--- src/ppsti_defines.svh ---
// constants for the pulse-per-second, time and sound-velocity input block
`ifndef PPSTI_DEFINES_SVH
`define PPSTI_DEFINES_SVH
`define PPSTI_CLK_HZ        100000000
`define PPSTI_CLK_NS        10
`define PPSTI_MIN_WIDTH_NS  1000
`define PPSTI_MIN_WIDTH_CYC ((`PPSTI_MIN_WIDTH_NS + `PPSTI_CLK_NS - 1) / `PPSTI_CLK_NS)
`define PPSTI_TOL_PPM       100
`define PPSTI_PPM_DIV       1000000
`define PPSTI_PERIOD_CYC    100000000
`define PPSTI_FLASH_CYC     10000000
`define PPSTI_ACTIVE_CYC    200000000
`define PPSTI_BAUD          9600
`define PPSTI_UTC_DIGITS    4'hC
`define PPSTI_ZDA_FIELDS    3'h4
`define PPSTI_SVC_LEN       8'h15
`define PPSTI_SVC_DIGITS    3'h5
`define PPSTI_SVC_SCALE     24'h000064
`define PPSTI_INT_MAX       4'h4
`define PPSTI_FRAC_MAX      2'h3
`define PPSTI_CH_LF         8'h0A
`define PPSTI_CH_CR         8'h0D
`define PPSTI_CH_DOT        8'h2E
`define PPSTI_CH_COMMA      8'h2C
`define PPSTI_CH_ZERO       8'h30
`define PPSTI_CH_NINE       8'h39
`define PPSTI_CH_DOLLAR     8'h24
`define PPSTI_CH_U          8'h55
`define PPSTI_CH_T          8'h54
`define PPSTI_CH_C          8'h43
`define PPSTI_CH_Z          8'h5A
`define PPSTI_CH_D          8'h44
`define PPSTI_CH_A          8'h41
`endif

--- src/ppsti_pkg.sv ---
// types shared by the pulse-per-second, time and sound-velocity input block
package ppsti_pkg;
  typedef struct packed {
    logic [7:0] yy;
    logic [7:0] mo;
    logic [7:0] dd;
    logic [7:0] hh;
    logic [7:0] mi;
    logic [7:0] ss;
  } ppsti_time_t;
  typedef struct packed {
    logic red;
    logic green;
  } ppsti_led_t;
  typedef struct packed {
    logic       valid;
    logic [7:0] data;
  } ppsti_byte_t;
  typedef enum logic [3:0] {
    PPSTI_IDLE = 4'h1,
    PPSTI_UTC  = 4'h2,
    PPSTI_ZDA  = 4'h4,
    PPSTI_SKIP = 4'h8
  } ppsti_line_t;
endpackage : ppsti_pkg

--- src/ppsti_top.sv ---
// pulse-per-second qualifier, time message decoder and sound-velocity parser
// What this block does
// - drop pulses narrower than one microsecond
// - reject pulses off period by 100ppm, red
// - green flash per accepted pulse, one hertz
// - ZDA after pulse describes preceding pulse
// - UTC held, applied at next accepted pulse
// - UTC arriving means ZDA is ignored for ACTIVE_CYC cycles
// - UTC string: prefix, date, space, time
// - UTC status code never affects acceptance
// - serial and network time decode alike
// - only velocity kept from sound sentences
// - 39-char comma sentence, velocity last
// - 49-char variant with pressure, velocity last
// - format found automatically, 21-char fixed record
// - velocity-only sentence, up to four integer digits
// - input indicator green, red or orange
// - standard asynchronous character framing
`timescale 1ns/100ps
`default_nettype none
`include "ppsti_defines.svh"
module ppsti_top #(
  parameter int unsigned BAUD       = `PPSTI_BAUD,
  parameter int unsigned PERIOD_CYC = `PPSTI_PERIOD_CYC,
  parameter int unsigned FLASH_CYC  = `PPSTI_FLASH_CYC,
  parameter int unsigned ACTIVE_CYC = `PPSTI_ACTIVE_CYC
) (
  input  wire logic                 mclk,
  input  wire logic                 rst,
  input  wire logic                 ppsPin,
  input  wire logic                 gpsRxd,
  input  wire logic                 svRxd,
  input  wire ppsti_pkg::ppsti_byte_t netTime,
  input  wire ppsti_pkg::ppsti_byte_t netSv,
  output var  ppsti_pkg::ppsti_led_t  ppsLed,
  output var  ppsti_pkg::ppsti_led_t  gpsLed,
  output var  ppsti_pkg::ppsti_led_t  svLed,
  output var  ppsti_pkg::ppsti_time_t timeBase,
  output logic [31:0]               subSecond,
  output logic                      ppsAccept,
  output logic [23:0]               velocity,
  output logic                      velocityStb
);
  import ppsti_pkg::*;
  localparam int unsigned BAUD_DIV = `PPSTI_CLK_HZ / BAUD;
  localparam int unsigned CW       = $clog2(BAUD_DIV + 1);
  localparam longint      TOL      = longint'(PERIOD_CYC) * `PPSTI_TOL_PPM / `PPSTI_PPM_DIV;
  localparam logic [31:0] PER_LO   = 32'(longint'(PERIOD_CYC) - TOL);
  localparam logic [31:0] PER_HI   = 32'(longint'(PERIOD_CYC) + TOL);
  localparam logic [7:0]  MIN_W    = 8'(`PPSTI_MIN_WIDTH_CYC);

  wire logic [1:0] rxPin = {svRxd, gpsRxd};
  ppsti_byte_t     rxByte [2];
  logic            rxFerr [2];

  // two serial receivers, 8N1, sampled mid-bit
  for (genvar g = 0; g < 2; g++) begin : uart
    logic [1:0]    sync_r;
    logic          busy_r;
    logic [CW-1:0] cnt_r;
    logic [3:0]    bit_r;
    logic [7:0]    sh_r;
    wire logic     rxd = sync_r[1];
    always_ff @(posedge mclk or posedge rst) begin
      if (rst) begin
        sync_r <= 2'h3;
        busy_r <= 1'b0;
        cnt_r <= '0;
        bit_r <= 4'h0;
        sh_r <= 8'h00;
        rxByte[g] <= '0;
        rxFerr[g] <= 1'b0;
      end else begin
        sync_r <= {sync_r[0], rxPin[g]};
        rxByte[g].valid <= 1'b0;
        rxFerr[g] <= 1'b0;
        if (!busy_r) begin
          if (!rxd) begin
            busy_r <= 1'b1;
            cnt_r <= CW'(BAUD_DIV / 2);
            bit_r <= 4'h0;
          end
        end else if (cnt_r != '0) begin
          cnt_r <= cnt_r - 1'b1;
        end else begin
          cnt_r <= CW'(BAUD_DIV - 1);
          bit_r <= bit_r + 4'h1;
          if (bit_r == 4'h0 && rxd) begin
            busy_r <= 1'b0; // glitch, not a start bit
          end else if (bit_r == 4'h9) begin
            busy_r <= 1'b0;
            rxByte[g] <= '{valid: rxd, data: sh_r};
            rxFerr[g] <= !rxd;
          end else if (bit_r != 4'h0) begin
            sh_r <= {rxd, sh_r[7:1]};
          end
        end
      end
    end
  end

  // one line at a time per stream; whichever source opens a line owns it until LF or, for a serial line, a framing error
  logic tLock_r, tNet_r, sLock_r, sNet_r;
  wire logic  tUseNet = tLock_r ? tNet_r : !rxByte[0].valid;
  wire logic  sUseNet = sLock_r ? sNet_r : !rxByte[1].valid;
  wire ppsti_byte_t tIn = tUseNet ? netTime : rxByte[0];
  wire ppsti_byte_t sIn = sUseNet ? netSv : rxByte[1];
  wire logic  tAbort = rxFerr[0] && !tUseNet;
  wire logic  sAbort = rxFerr[1] && !sUseNet;
  wire logic  tLf = tIn.valid && tIn.data == `PPSTI_CH_LF;
  wire logic  sLf = sIn.valid && sIn.data == `PPSTI_CH_LF;
  always_ff @(posedge mclk or posedge rst) begin
    if (rst) begin
      tLock_r <= 1'b0;
      tNet_r <= 1'b0;
      sLock_r <= 1'b0;
      sNet_r <= 1'b0;
    end else begin
      tLock_r <= (tIn.valid || tLock_r) && !tLf && !tAbort;
      tNet_r <= tUseNet;
      sLock_r <= (sIn.valid || sLock_r) && !sLf && !sAbort;
      sNet_r <= sUseNet;
    end
  end

  // time line parser
  ppsti_line_t     tKind_r;
  logic [5:0]      tPos_r;
  logic [2:0]      tField_r;
  logic [3:0]      tDig_r;
  logic [5:0][7:0] tWork_r;
  wire logic       tIsDig = tIn.data >= `PPSTI_CH_ZERO && tIn.data <= `PPSTI_CH_NINE;
  wire logic [7:0] tDv = tIn.data - `PPSTI_CH_ZERO;
  // index 5 is year down to 0 for seconds; 7 drops the digit
  wire logic [2:0] utcSel = (tDig_r < `PPSTI_UTC_DIGITS) ? 3'(3'h5 - tDig_r[3:1]) : 3'h7;
  wire logic [2:0] zdaSel = (tField_r == 3'h1) ? ((tDig_r < 4'h6) ? 3'(3'h2 - tDig_r[3:1]) : 3'h7) :
                            (tField_r == 3'h2) ? 3'h3 : (tField_r == 3'h3) ? 3'h4 :
                            (tField_r == 3'h4) ? 3'h5 : 3'h7;
  wire logic [2:0] tSel = (tKind_r == PPSTI_UTC) ? utcSel : zdaSel;
  wire logic [3:0] tChk = (tPos_r == 6'h1) ? 4'(tIn.data == `PPSTI_CH_T) :
                          (tPos_r == 6'h2) ? 4'(tIn.data == `PPSTI_CH_C) : 4'h1;
  wire logic       zChk = (tPos_r == 6'h3) ? tIn.data == `PPSTI_CH_Z :
                          (tPos_r == 6'h4) ? tIn.data == `PPSTI_CH_D :
                          (tPos_r == 6'h5) ? tIn.data == `PPSTI_CH_A : 1'b1;
  // status code letters are neither digits nor counted, so 'ab' never matters
  wire logic       utcDone = tLf && tKind_r == PPSTI_UTC && tDig_r >= `PPSTI_UTC_DIGITS;
  wire logic       zdaDone = tLf && tKind_r == PPSTI_ZDA && tField_r >= `PPSTI_ZDA_FIELDS;
  always_ff @(posedge mclk or posedge rst) begin
    if (rst) begin
      tKind_r <= PPSTI_IDLE;
      tPos_r <= 6'h00;
      tField_r <= 3'h0;
      tDig_r <= 4'h0;
      tWork_r <= '0;
    end else if (tAbort || tLf) begin
      tKind_r <= PPSTI_IDLE;
    end else if (tIn.valid) begin
      tPos_r <= (tPos_r == 6'h3F) ? tPos_r : tPos_r + 6'h01;
      unique case (tKind_r)
        PPSTI_IDLE: begin
          tKind_r <= (tIn.data == `PPSTI_CH_U) ? PPSTI_UTC :
                     (tIn.data == `PPSTI_CH_DOLLAR) ? PPSTI_ZDA : PPSTI_SKIP;
          tPos_r <= 6'h01;
          tField_r <= 3'h0;
          tDig_r <= 4'h0;
        end
        PPSTI_UTC, PPSTI_ZDA: begin
          if ((tKind_r == PPSTI_UTC && tChk == 4'h0) || (tKind_r == PPSTI_ZDA && !zChk)) begin
            tKind_r <= PPSTI_SKIP;
          end else if (tKind_r == PPSTI_ZDA && tIn.data == `PPSTI_CH_COMMA) begin
            tField_r <= (tField_r == 3'h7) ? tField_r : tField_r + 3'h1;
            tDig_r <= 4'h0;
          end else if (tIsDig && tPos_r > 6'h2) begin
            // keep the last two digits, so a four-digit year folds to two
            if (tSel != 3'h7) tWork_r[tSel] <= 8'((tWork_r[tSel] % 8'd10) * 8'd10 + tDv);
            tDig_r <= (tDig_r == 4'hF) ? tDig_r : tDig_r + 4'h1;
          end
        end
        PPSTI_SKIP: ;
      endcase
    end
  end

  // pulse input: synchronise, qualify width, then period
  logic [1:0]  ppsS_r;
  logic [7:0]  hiCnt_r;
  logic [31:0] perCnt_r;
  logic        havePrev_r;
  wire logic   ppsQual = ppsS_r[1] && hiCnt_r == MIN_W - 8'h01;
  wire logic   perOk = havePrev_r && perCnt_r >= PER_LO && perCnt_r <= PER_HI;
  wire logic   ppsGood = ppsQual && perOk;
  always_ff @(posedge mclk or posedge rst) begin
    if (rst) begin
      ppsS_r <= 2'h0;
      hiCnt_r <= 8'h00;
      perCnt_r <= 32'h0000_0000;
      havePrev_r <= 1'b0;
    end else begin
      ppsS_r <= {ppsS_r[0], ppsPin};
      hiCnt_r <= !ppsS_r[1] ? 8'h00 : (hiCnt_r == MIN_W) ? hiCnt_r : hiCnt_r + 8'h01;
      perCnt_r <= ppsQual ? 32'h0000_0000 : (perCnt_r == 32'hFFFF_FFFF) ? perCnt_r : perCnt_r + 32'h1;
      if (ppsQual) havePrev_r <= 1'b1;
    end
  end

  // time base: UTC waits for the next good pulse, ZDA names the pulse just gone
  logic        utcPend_r;
  ppsti_time_t utcHeld_r;
  logic [31:0] utcAge_r;
  wire logic   utcActive = utcAge_r != 32'h0000_0000;
  always_ff @(posedge mclk or posedge rst) begin
    if (rst) begin
      utcPend_r <= 1'b0;
      utcHeld_r <= '0;
      utcAge_r <= 32'h0000_0000;
      timeBase <= '0;
      subSecond <= 32'h0000_0000;
      ppsAccept <= 1'b0;
    end else begin
      ppsAccept <= ppsGood;
      utcAge_r <= utcDone ? ACTIVE_CYC : utcActive ? utcAge_r - 32'h1 : utcAge_r;
      // the qualifier lags the edge by the minimum width, so start from there
      subSecond <= ppsGood ? 32'(MIN_W) : subSecond + 32'h1;
      if (utcDone) begin
        utcHeld_r <= ppsti_time_t'(tWork_r);
        utcPend_r <= 1'b1;
      end else if (ppsGood) begin
        utcPend_r <= 1'b0;
      end
      if (ppsGood && utcPend_r) begin
        timeBase <= utcHeld_r;
      end else if (zdaDone && !utcActive) begin
        timeBase <= ppsti_time_t'(tWork_r);
      end
    end
  end

  // pulse indicator: green when accepted, red when rejected
  logic [31:0] flash_r;
  always_ff @(posedge mclk or posedge rst) begin
    if (rst) begin
      flash_r <= 32'h0000_0000;
      ppsLed <= '0;
    end else if (ppsQual) begin
      flash_r <= FLASH_CYC;
      ppsLed <= '{red: !perOk, green: perOk};
    end else if (flash_r != 32'h0000_0000) begin
      flash_r <= flash_r - 32'h1;
    end else begin
      ppsLed <= '0;
    end
  end

  // sound velocity: keep only the last numeric field, or the fixed record's head
  logic [7:0]  sLen_r;
  logic [16:0] sHead_r;
  logic [2:0]  sHeadN_r;
  logic [13:0] sInt_r;
  logic [9:0]  sFrac_r;
  logic [3:0]  sIntN_r;
  logic [1:0]  sFracN_r;
  logic        sInFrac_r, sTok_r, sCand_r;
  logic [23:0] sCandV_r;
  wire logic   sIsDig = sIn.data >= `PPSTI_CH_ZERO && sIn.data <= `PPSTI_CH_NINE;
  wire logic [3:0] sDv = 4'(sIn.data - `PPSTI_CH_ZERO);
  wire logic   sTokEnd = sIn.valid && !sIsDig && sIn.data != `PPSTI_CH_DOT;
  wire logic [9:0] sFracMm = (sFracN_r == 2'h1) ? 10'(sFrac_r * 10'd100) :
                             (sFracN_r == 2'h2) ? 10'(sFrac_r * 10'd10) : sFrac_r;
  wire logic [23:0] sTokV = 24'(sInt_r) * 24'd1000 + 24'(sFracMm);
  wire logic   sTokOk = sTok_r && sIntN_r <= `PPSTI_INT_MAX;
  wire logic   sIsSvc = sLen_r + 8'h01 == `PPSTI_SVC_LEN && sHeadN_r == `PPSTI_SVC_DIGITS;
  wire logic   sDone = sLf && (sIsSvc || sCand_r || sTokOk);
  wire logic [23:0] sVel = sIsSvc ? 24'(sHead_r) * `PPSTI_SVC_SCALE : sTokOk ? sTokV : sCandV_r;
  always_ff @(posedge mclk or posedge rst) begin
    if (rst) begin
      sLen_r <= 8'h00;
      sHead_r <= 17'h0;
      sHeadN_r <= 3'h0;
      {sInt_r, sFrac_r, sIntN_r, sFracN_r, sInFrac_r, sTok_r, sCand_r} <= '0;
      sCandV_r <= 24'h0;
      velocity <= 24'h0;
      velocityStb <= 1'b0;
    end else begin
      velocityStb <= sDone;
      if (sDone) velocity <= sVel;
      if (sAbort || sLf) begin
        sLen_r <= 8'h00;
        sHeadN_r <= 3'h0;
        sHead_r <= 17'h0;
        {sInt_r, sFrac_r, sIntN_r, sFracN_r, sInFrac_r, sTok_r, sCand_r} <= '0;
      end else if (sIn.valid) begin
        sLen_r <= (sLen_r == 8'hFF) ? sLen_r : sLen_r + 8'h01;
        // full-width position compare, so digits deeper in a line never pose as a record head
        if (sIsDig && 8'(sHeadN_r) == sLen_r && sHeadN_r < `PPSTI_SVC_DIGITS) begin
          sHead_r <= 17'(sHead_r * 17'd10 + 17'(sDv));
          sHeadN_r <= sHeadN_r + 3'h1;
        end
        if (sTokEnd) begin
          // a unit or other text closes a number but never replaces it
          if (sTokOk) begin
            sCandV_r <= sTokV;
            sCand_r <= 1'b1;
          end
          {sInt_r, sFrac_r, sIntN_r, sFracN_r, sInFrac_r, sTok_r} <= '0;
        end else if (sIn.data == `PPSTI_CH_DOT) begin
          sInFrac_r <= 1'b1;
        end else if (sInFrac_r) begin
          if (sFracN_r < `PPSTI_FRAC_MAX) begin
            sFrac_r <= 10'(sFrac_r * 10'd10 + 10'(sDv));
            sFracN_r <= sFracN_r + 2'h1;
          end
          sTok_r <= 1'b1;
        end else begin
          sInt_r <= 14'(sInt_r * 14'd10 + 14'(sDv));
          sIntN_r <= (sIntN_r == 4'hF) ? sIntN_r : sIntN_r + 4'h1;
          sTok_r <= 1'b1;
        end
      end
    end
  end

  // input indicators: recent decode green, bytes only orange, silence red
  wire logic [1:0] actEvt = {sIn.valid || rxFerr[1], tIn.valid || rxFerr[0]};
  wire logic [1:0] okEvt = {sDone, utcDone || zdaDone};
  ppsti_led_t      inLed [2];
  for (genvar g = 0; g < 2; g++) begin : ind
    logic [31:0] act_r, ok_r;
    always_ff @(posedge mclk or posedge rst) begin
      if (rst) begin
        act_r <= 32'h0000_0000;
        ok_r <= 32'h0000_0000;
        inLed[g] <= '{red: 1'b1, green: 1'b0};
      end else begin
        act_r <= actEvt[g] ? ACTIVE_CYC : (act_r != 32'h0) ? act_r - 32'h1 : act_r;
        ok_r <= okEvt[g] ? ACTIVE_CYC : (ok_r != 32'h0) ? ok_r - 32'h1 : ok_r;
        inLed[g] <= '{red: ok_r == 32'h0, green: ok_r != 32'h0 || act_r != 32'h0};
      end
    end
  end
  assign gpsLed = inLed[0];
  assign svLed = inLed[1];
endmodule : ppsti_top
`default_nettype wire

--- config.mk ---
export PLATFORM = sky130hd
export DESIGN_NAME = ppsti_top
export DESIGN_NICKNAME = d
export VERILOG_FILES = /design/src/ppsti_pkg.sv /design/src/ppsti_top.sv
export VERILOG_INCLUDE_DIRS = /design/src /design/src/src
export SDC_FILE = /design/constraint.sdc
export NUM_CORES = 2
export LEC_CHECK = 0
export BUFFER_PORTS_ARGS = -buffer_cell sky130_fd_sc_hd__buf_2
export CORE_ASPECT_RATIO = 1.75
export CORE_UTILIZATION = 60
export CTS_BUF_LIST = sky130_fd_sc_hd__clkbuf_16
export DETAILED_ROUTE_END_ITERATION = 10
export GPL_ROUTABILITY_DRIVEN = 0
export HOLD_SLACK_MARGIN = 0.15
export PLACE_DENSITY = 0.86
export SLEW_MARGIN = 20
export SYNTH_ARGS = -nofsm -noshare
export SYNTH_HDL_FRONTEND = slang
export SYNTH_SLANG_ARGS = --single-unit
--- constraint.sdc ---
create_clock -name mclk -period 25.9 [get_ports mclk]
set_input_delay 1.295 -clock mclk [delete_from_list [all_inputs] [get_ports mclk]]
set_output_delay 1.295 -clock mclk [all_outputs]
set_load 0.02 [all_outputs]
Word-level counts from Yosys, hierarchy flattened
Cells that the tools add are included.
- equality and inequality tests: 58
- $mul: 7
- muxes and demuxes: 147
- $add $sub $neg: 29
- bitwise logic cells: 10
- reductions and logical operators: 114
- divide/modulo/power cells: 1
- magnitude comparators: 16
- operator list (cell ; count):
    $mux W32 ; 15
    $reduce_bool A32 Y1 ; 6
    $sub A32 B1 Y32 const B ; 6
    $mux W14 ; 11
    $mux W48 ; 2
    $mux W9 ; 10
    $mux W4 ; 21
    $mux W10 ; 8
    $add A32 B1 Y32 const B ; 2
    $eq A8 B7 Y1 const B ; 8
    $logic_not A32 Y1 ; 2
    $mux W8 ; 7
    $mux W17 ; 3
    $bwmux W48 ; 1
    $mux W24 ; 2
    $mux W1 ; 39
    $logic_and A1 B1 Y1 ; 34
    $mux W3 ; 11
    $eq A32 B32 Y1 const B ; 1
    $ge A32 B27 Y1 const B ; 1
    $le A32 B27 Y1 const B ; 1
    $reduce_bool A14 Y1 ; 2
    $reduce_bool A2 Y1 ; 14
    $sub A14 B1 Y14 const B ; 2
    other kinds (76) ; 173
- bits of input ports: 23
- register bits: 628

Depth between registers and ports, before layout
- word-level depth: 14
- mapped depth: 32

Worst setup path before layout
No wires, ideal clock.
- path kind: reg2reg
- from: register tField_r[1]
- to: register tWork_r[15] (netlist name)
- arrival: 6.302 ns
- buffers on the path: 0
- library setup time: 0.125 ns
- slack: 19.473 ns
- data required time: 25.775 ns
- cell stages (with the launch flop): 28
- clock period less this slack: 6.427 ns
- path through: dfrtp_1 inv_1 ha_1 nor4b_2 a211o_2 nand2_4 mux4_2 o2bb2ai_2 inv_4 ha_1 a211o_1 a221o_1 nand2_4 o21ai_1 a211oi_4 o211ai_4 nand2_1 xnor2_1 ha_1 fa_1 ha_1 ha_1 inv_1 o21bai_1 a21oi_1 xnor2_1 xnor2_2 mux2_2
- word-level cells in the longest chain between the ends: 12
- elaborated cells on any way between the ends: 22
- RTL lines (item ; RTL line ; source):
    start: declaration ; ppsti_top.sv:129 ; logic [2:0] tField_r;
    start signal: assignment ; ppsti_top.sv:171 ; tField_r <= (tField_r == 3'h7) ? tField_r : tField_r + 3'h1;
    $eq A3 B3 Y1 ; ppsti_top.sv:138 ; (tField_r == 3'h4) ? 3'h5 : 3'h7;
    $mux W2 ; ppsti_top.sv:138 ;
    $mux W2 ; ppsti_top.sv:137 ; (tField_r == 3'h2) ? 3'h3 : (tField_r == 3'h3) ? 3'h4 :
    $mux W3 ; ppsti_top.sv:137 ;
    $mux W3 (*) ; ppsti_top.sv:136 ; wire logic [2:0] zdaSel = (tField_r == 3'h1) ? ((tDig_r < 4'h6) ? 3'(3'h2 - tDig_r[3:1]) : 3'h7) :
    $mux W3 (*) ; ppsti_top.sv:139 ; wire logic [2:0] tSel = (tKind_r == PPSTI_UTC) ? utcSel : zdaSel;
    $bmux W8 S3 ; ppsti_top.sv:175 ; if (tSel != 3'h7) tWork_r[tSel] <= 8'((tWork_r[tSel] % 8'd10) * 8'd10 + tDv);
    $mux W8 (not written as such) ; ppsti_top.sv:175 ;
    $mod A8 B4 Y8 ; ppsti_top.sv:175 ;
    $mul A8 B3 Y7 ; ppsti_top.sv:175 ;
    $add A8 B8 Y8 ; ppsti_top.sv:175 ;
    $bwmux W48 ; ppsti_top.sv:175 ;
    end signal: indexed assignment ; ppsti_top.sv:175 ;
    end: declaration ; ppsti_top.sv:131 ; logic [5:0][7:0] tWork_r;
Every way passes the cells marked *; elsewhere a longest branch is shown, timed or not. The select of a mux whose other input is x is not followed.
A chain may end at the register's enable or synchronous reset.

Worst setup path in the final report
- from: register tKind_r[3]
- to: register tWork_r[47] (netlist name)
- word-level cells in the longest chain between the ends: 8
- elaborated cells on any way between the ends: 23
- RTL lines (item ; RTL line ; source):
    start: declaration ; ppsti_top.sv:127 ; ppsti_line_t tKind_r;
    start signal: assignment ; ppsti_top.sv:161 ; tKind_r <= (tIn.data == `PPSTI_CH_U) ? PPSTI_UTC :
    $eq A4 B2 Y1 ; ppsti_top.sv:139, ppsti_top.sv:159, ppsti_top.sv:168 ;
    $mux W3 ; ppsti_top.sv:139 ;
    $bmux W8 S3 ; ppsti_top.sv:175 ;
    $mux W8 (not written as such) ; ppsti_top.sv:175 ;
    $mod A8 B4 Y8 ; ppsti_top.sv:175 ;
    $mul A8 B3 Y7 ; ppsti_top.sv:175 ;
    $add A8 B8 Y8 ; ppsti_top.sv:175 ;
    $bwmux W48 ; ppsti_top.sv:175 ;
Several ways; a longest one is shown, not always the timed one. The select of a mux whose other input is x is not followed.

==> metrics.yaml <==
gr-usage-met3_pct: 4.33
setup_violations: 0
sw_frac_of_total_pct: 45.2
area_growth_pct: 8.93
crit_path_end_kind: "flop"
vias: 29200
ys_types: 94
grt_start_max_net_pins: 182
dr.pass1.iters: 5
hold_viol_final: 0
ys_seq_elements: 628
cp_num_buf_inv: 2
crit_path_start: "tKind_r[3]$_DFFE_PP0P_"
syn_area_mm2: 0.0373
clockBufferDepth: 3
use_met2_pct: 50.3
r2r-end: "tWork_r[47]$_DFFE_PP0P_"
numCtsBuffers: 56
maxSlewHeadroom_pct: 27.1
ff2ff_setup_slack_ns: 18.03
switchingPower_uw: 2260
cts-htree-levels: 2
drc: 0
io_pins: 135
wl_per_cell_um: 18.0
syn-num-nets: 4224
synth_area_leader_cell: "dfrtp_1"
grt-ovfl-total: 0
root_buffer: "clkbuf_16"
worstPathRequired_ns: 26.43
synthFlopType: "dfrtp_1"
grt_pass1_vias: 29800
post_cts_buffers: 0
dieArea_mm2: 0.0632
clk_pin_slew_ns: 0.07
grt_pass1_wl_um: 144000
path_depth: 27
reg2reg_from: "tKind_r[3]$_DFFE_PP0P_"
syn_inst: 3886
cts_tree: "done"
portBuffers: 134
worstMarginPinSlew_ns: 1.09
p_per_area_mw_per_mm2: 123
crit_fanout: 16
p_int_uw: 2740
fin_setup_tns_ns: 0
synth.avg_cell_area_um2: 9.59
die-width_um: 190
antenna_left: 0
seq_power_share_pct: 23.6
startpoint_type: "flop"
clk_latency_ns: 0.65
ys_seq_area_share_pct: 42.2
critPathKind: "flop to flop"
endpoint: "tWork_r[47]$_DFFE_PP0P_"
dr.first_iter.drc_count: 1684
synth_edf_count: 0
fillers: 4621
fmax_mhz: 127
crit_family: "compound AO/OA/AOI/OAI gates"
cts_resized: 0
antenna_found_initial: 0
drv_cap: 0
reg2regPathDepth: 27
fin_skew_ns: 0.0261
ys_warn_count: 0
hold_buffers: 0
ir_drop_v: 0.000223
hold_class: "flop to flop"
final_layout_size_suffix_gt1_share_pct: 9.91
cpPeakStageDelay_ns: 0.72
design_area_mm2: 0.0406
crit_top_cell: "ha_1"
rsz0062_at_grt: "no"
dpl_cell_area_mm2: 0.0387
avgViaCountPerCell: 6.05
yosysTopAreaCellShare_pct: 41.7
grt_use_met1_pct: 31.3
report.final.slew_viol_count: 0
grt_usage_pct: 27.9
fp.dieH_um: 332
cts.sinks: 628
dpl.hpwl_um: 61300
clock_power_share_pct: 17.5
core_area_mm2: 0.0613
status: "finished clean"
num_rows: 120
cp_slowest_cell: "nor4b_4"
start_util_pct: 60.8
n_antenna_cell: 0
gr-max-usage-layer: "met2"
ys_top_cells_by_area: "dfrtp_1, ha_1, nand2_1"
fin_crit_ns: 7.87
p_leak_uw: 0.0187
finalNetCount: 4316
totalWireLength_um: 86700
worst_ep_arrival_time_ns: 8.39
comb_power_share_pct: 58.9
period_share_pct: 30.4
synthArstFlopShare_pct: 100
-- per-stage QoR --
stage	setup WS, ns	std cells	utilization, %	hold WS (ns)	total power [uW]
floorplan	7.03	3886	-	0.331	3430
global placement	18.47	4713	63.1	0.346	3970
finish	18.03	4819	66.3	0.358	5000
CTS	18.17	4819	66.3	0.358	4990
global route	17.75	4819	66.3	0.368	5390
detailed placement	18.29	4713	63.1	0.349	4090
-- Yosys cell counts (16+ instances only) --
master and n:
dfrtp_1 621, nand2_1 460, nor2_1 410, ha_1 246
a21oi_1 214, inv_1 206, xnor2_1 196, o21ai_0 169
xor2_1 130, nor3_1 113, clkbuf_1 104, nand3_1 102
mux2i_1 92, mux2_2 89, fa_1 69, or3_1 64
nor4_1 52, and3_1 46, nand4_1 39, a211oi_1 36
a21o_1 31, nand2b_1 31, or4_1 27, nor2b_1 25
and2_1 20, o31ai_1 20, o21bai_1 18, nor3b_1 16
-- cells by family (layout without fill, tap and decap cells) --
group | Yosys count | after routing | synth area share, %
AND/OR/NAND/NOR | 1466 | 1466 | 18.6
AO/OA/AOI/OAI | 635 | 635 | 10.7
flip-flops | 628 | 628 | 42.2
XOR/XNOR | 328 | 328 | 7.75
buffers and inverters | 328 | 468 | 3.38
adder cells (fa/ha/maj) | 315 | 315 | 12.0
multiplexers | 186 | 186 | 5.44
-- state kept, by name, summed over array words and instances (netlist names), 8 cells and up --
name,flops
ind.ok_r,64
rxByte,18
flash_r,32
ind.act_r,64
sHead_r,17
perCnt_r,32
sFrac_r,10
subSecond,32
utcHeld_r,48
hiCnt_r,8
uart.bit_r,8
utcAge_r,32
uart.cnt_r,28
sLen_r,8
tWork_r,48
uart.sh_r,16
velocity,24
timeBase,48
sInt_r,14
sCandV_r,24
-- cell type report --
type                    count  area (um^2)  share of cell area [%]
clock inverters            49          478                    1.18
well taps                 793          992                    2.44
repair buffers            155          841                    2.07
flip-flops and latches    628        15700                    38.7
inverters                 207          787                    1.94
clock buffers              57         1430                    3.51
multi-input cells        2930        20400                    50.1
-- cells in the final DEF (no fill, tap or decap), types with 14 or more instances in the layout --
cell type / count
nor3b_1: 16
a211oi_1: 35
and3_1: 45
a21o_1: 31
xor2_1: 130
nor2b_1: 25
xnor2_1: 196
clkbuf_16: 57
buf_4: 20
nand2_1: 459
o21bai_1: 18
nor3_1: 113
o21ai_0: 169
o31ai_1: 20
ha_1: 246
inv_1: 212
or4_1: 27
mux2_2: 89
nand2b_1: 31
a21oi_1: 213
dfrtp_1: 621
o211ai_1: 14
nor2_1: 409
or3_1: 64
nand3_1: 101
and2_1: 20
nand4_1: 39
a31oi_1: 15
nor4_1: 50
buf_2: 134
fa_1: 69
mux2i_1: 92
-- worst min-delay path by stage --
| stage | cells past startpoint | endpoint | start |
|---|---|---|---|
| after floorplan | 0 | ppsS_r[1]$_DFF_PP0_ | ppsS_r[0]$_DFF_PP0_ |
| after global placement | 0 | uart[0].sync_r[1]$_DFF_PP1_ | uart[0].sync_r[0]$_DFF_PP1_ |
| after detailed placement | 0 | uart[0].sync_r[1]$_DFF_PP1_ | uart[0].sync_r[0]$_DFF_PP1_ |
| after CTS | 0 | uart[0].sync_r[1]$_DFF_PP1_ | uart[0].sync_r[0]$_DFF_PP1_ |
| after global routing | 0 | uart[0].sync_r[1]$_DFF_PP1_ | uart[0].sync_r[0]$_DFF_PP1_ |
| final | 0 | uart[0].sync_r[1]$_DFF_PP1_ | uart[0].sync_r[0]$_DFF_PP1_ |
-- power by group through the flow --
stage / registers, uW / clock network (uW) / logic, uW
final: 1180 / 873 / 2950
after global routing: 1190 / 920 / 3270
after CTS: 1180 / 885 / 2920
after detailed placement: 1190 / 0 / 2890
after global placement: 1190 / 0 / 2780
after floorplan: 1160 / 0 / 2270
-- metal layers --
layer	routed length, um	vias to the layer above
li1	-	13600
met1	32600	14400
met2	45300	804
met3	4350	283
met4	4420	0
met5	0	-
Power figures use the tool's default switching activity.
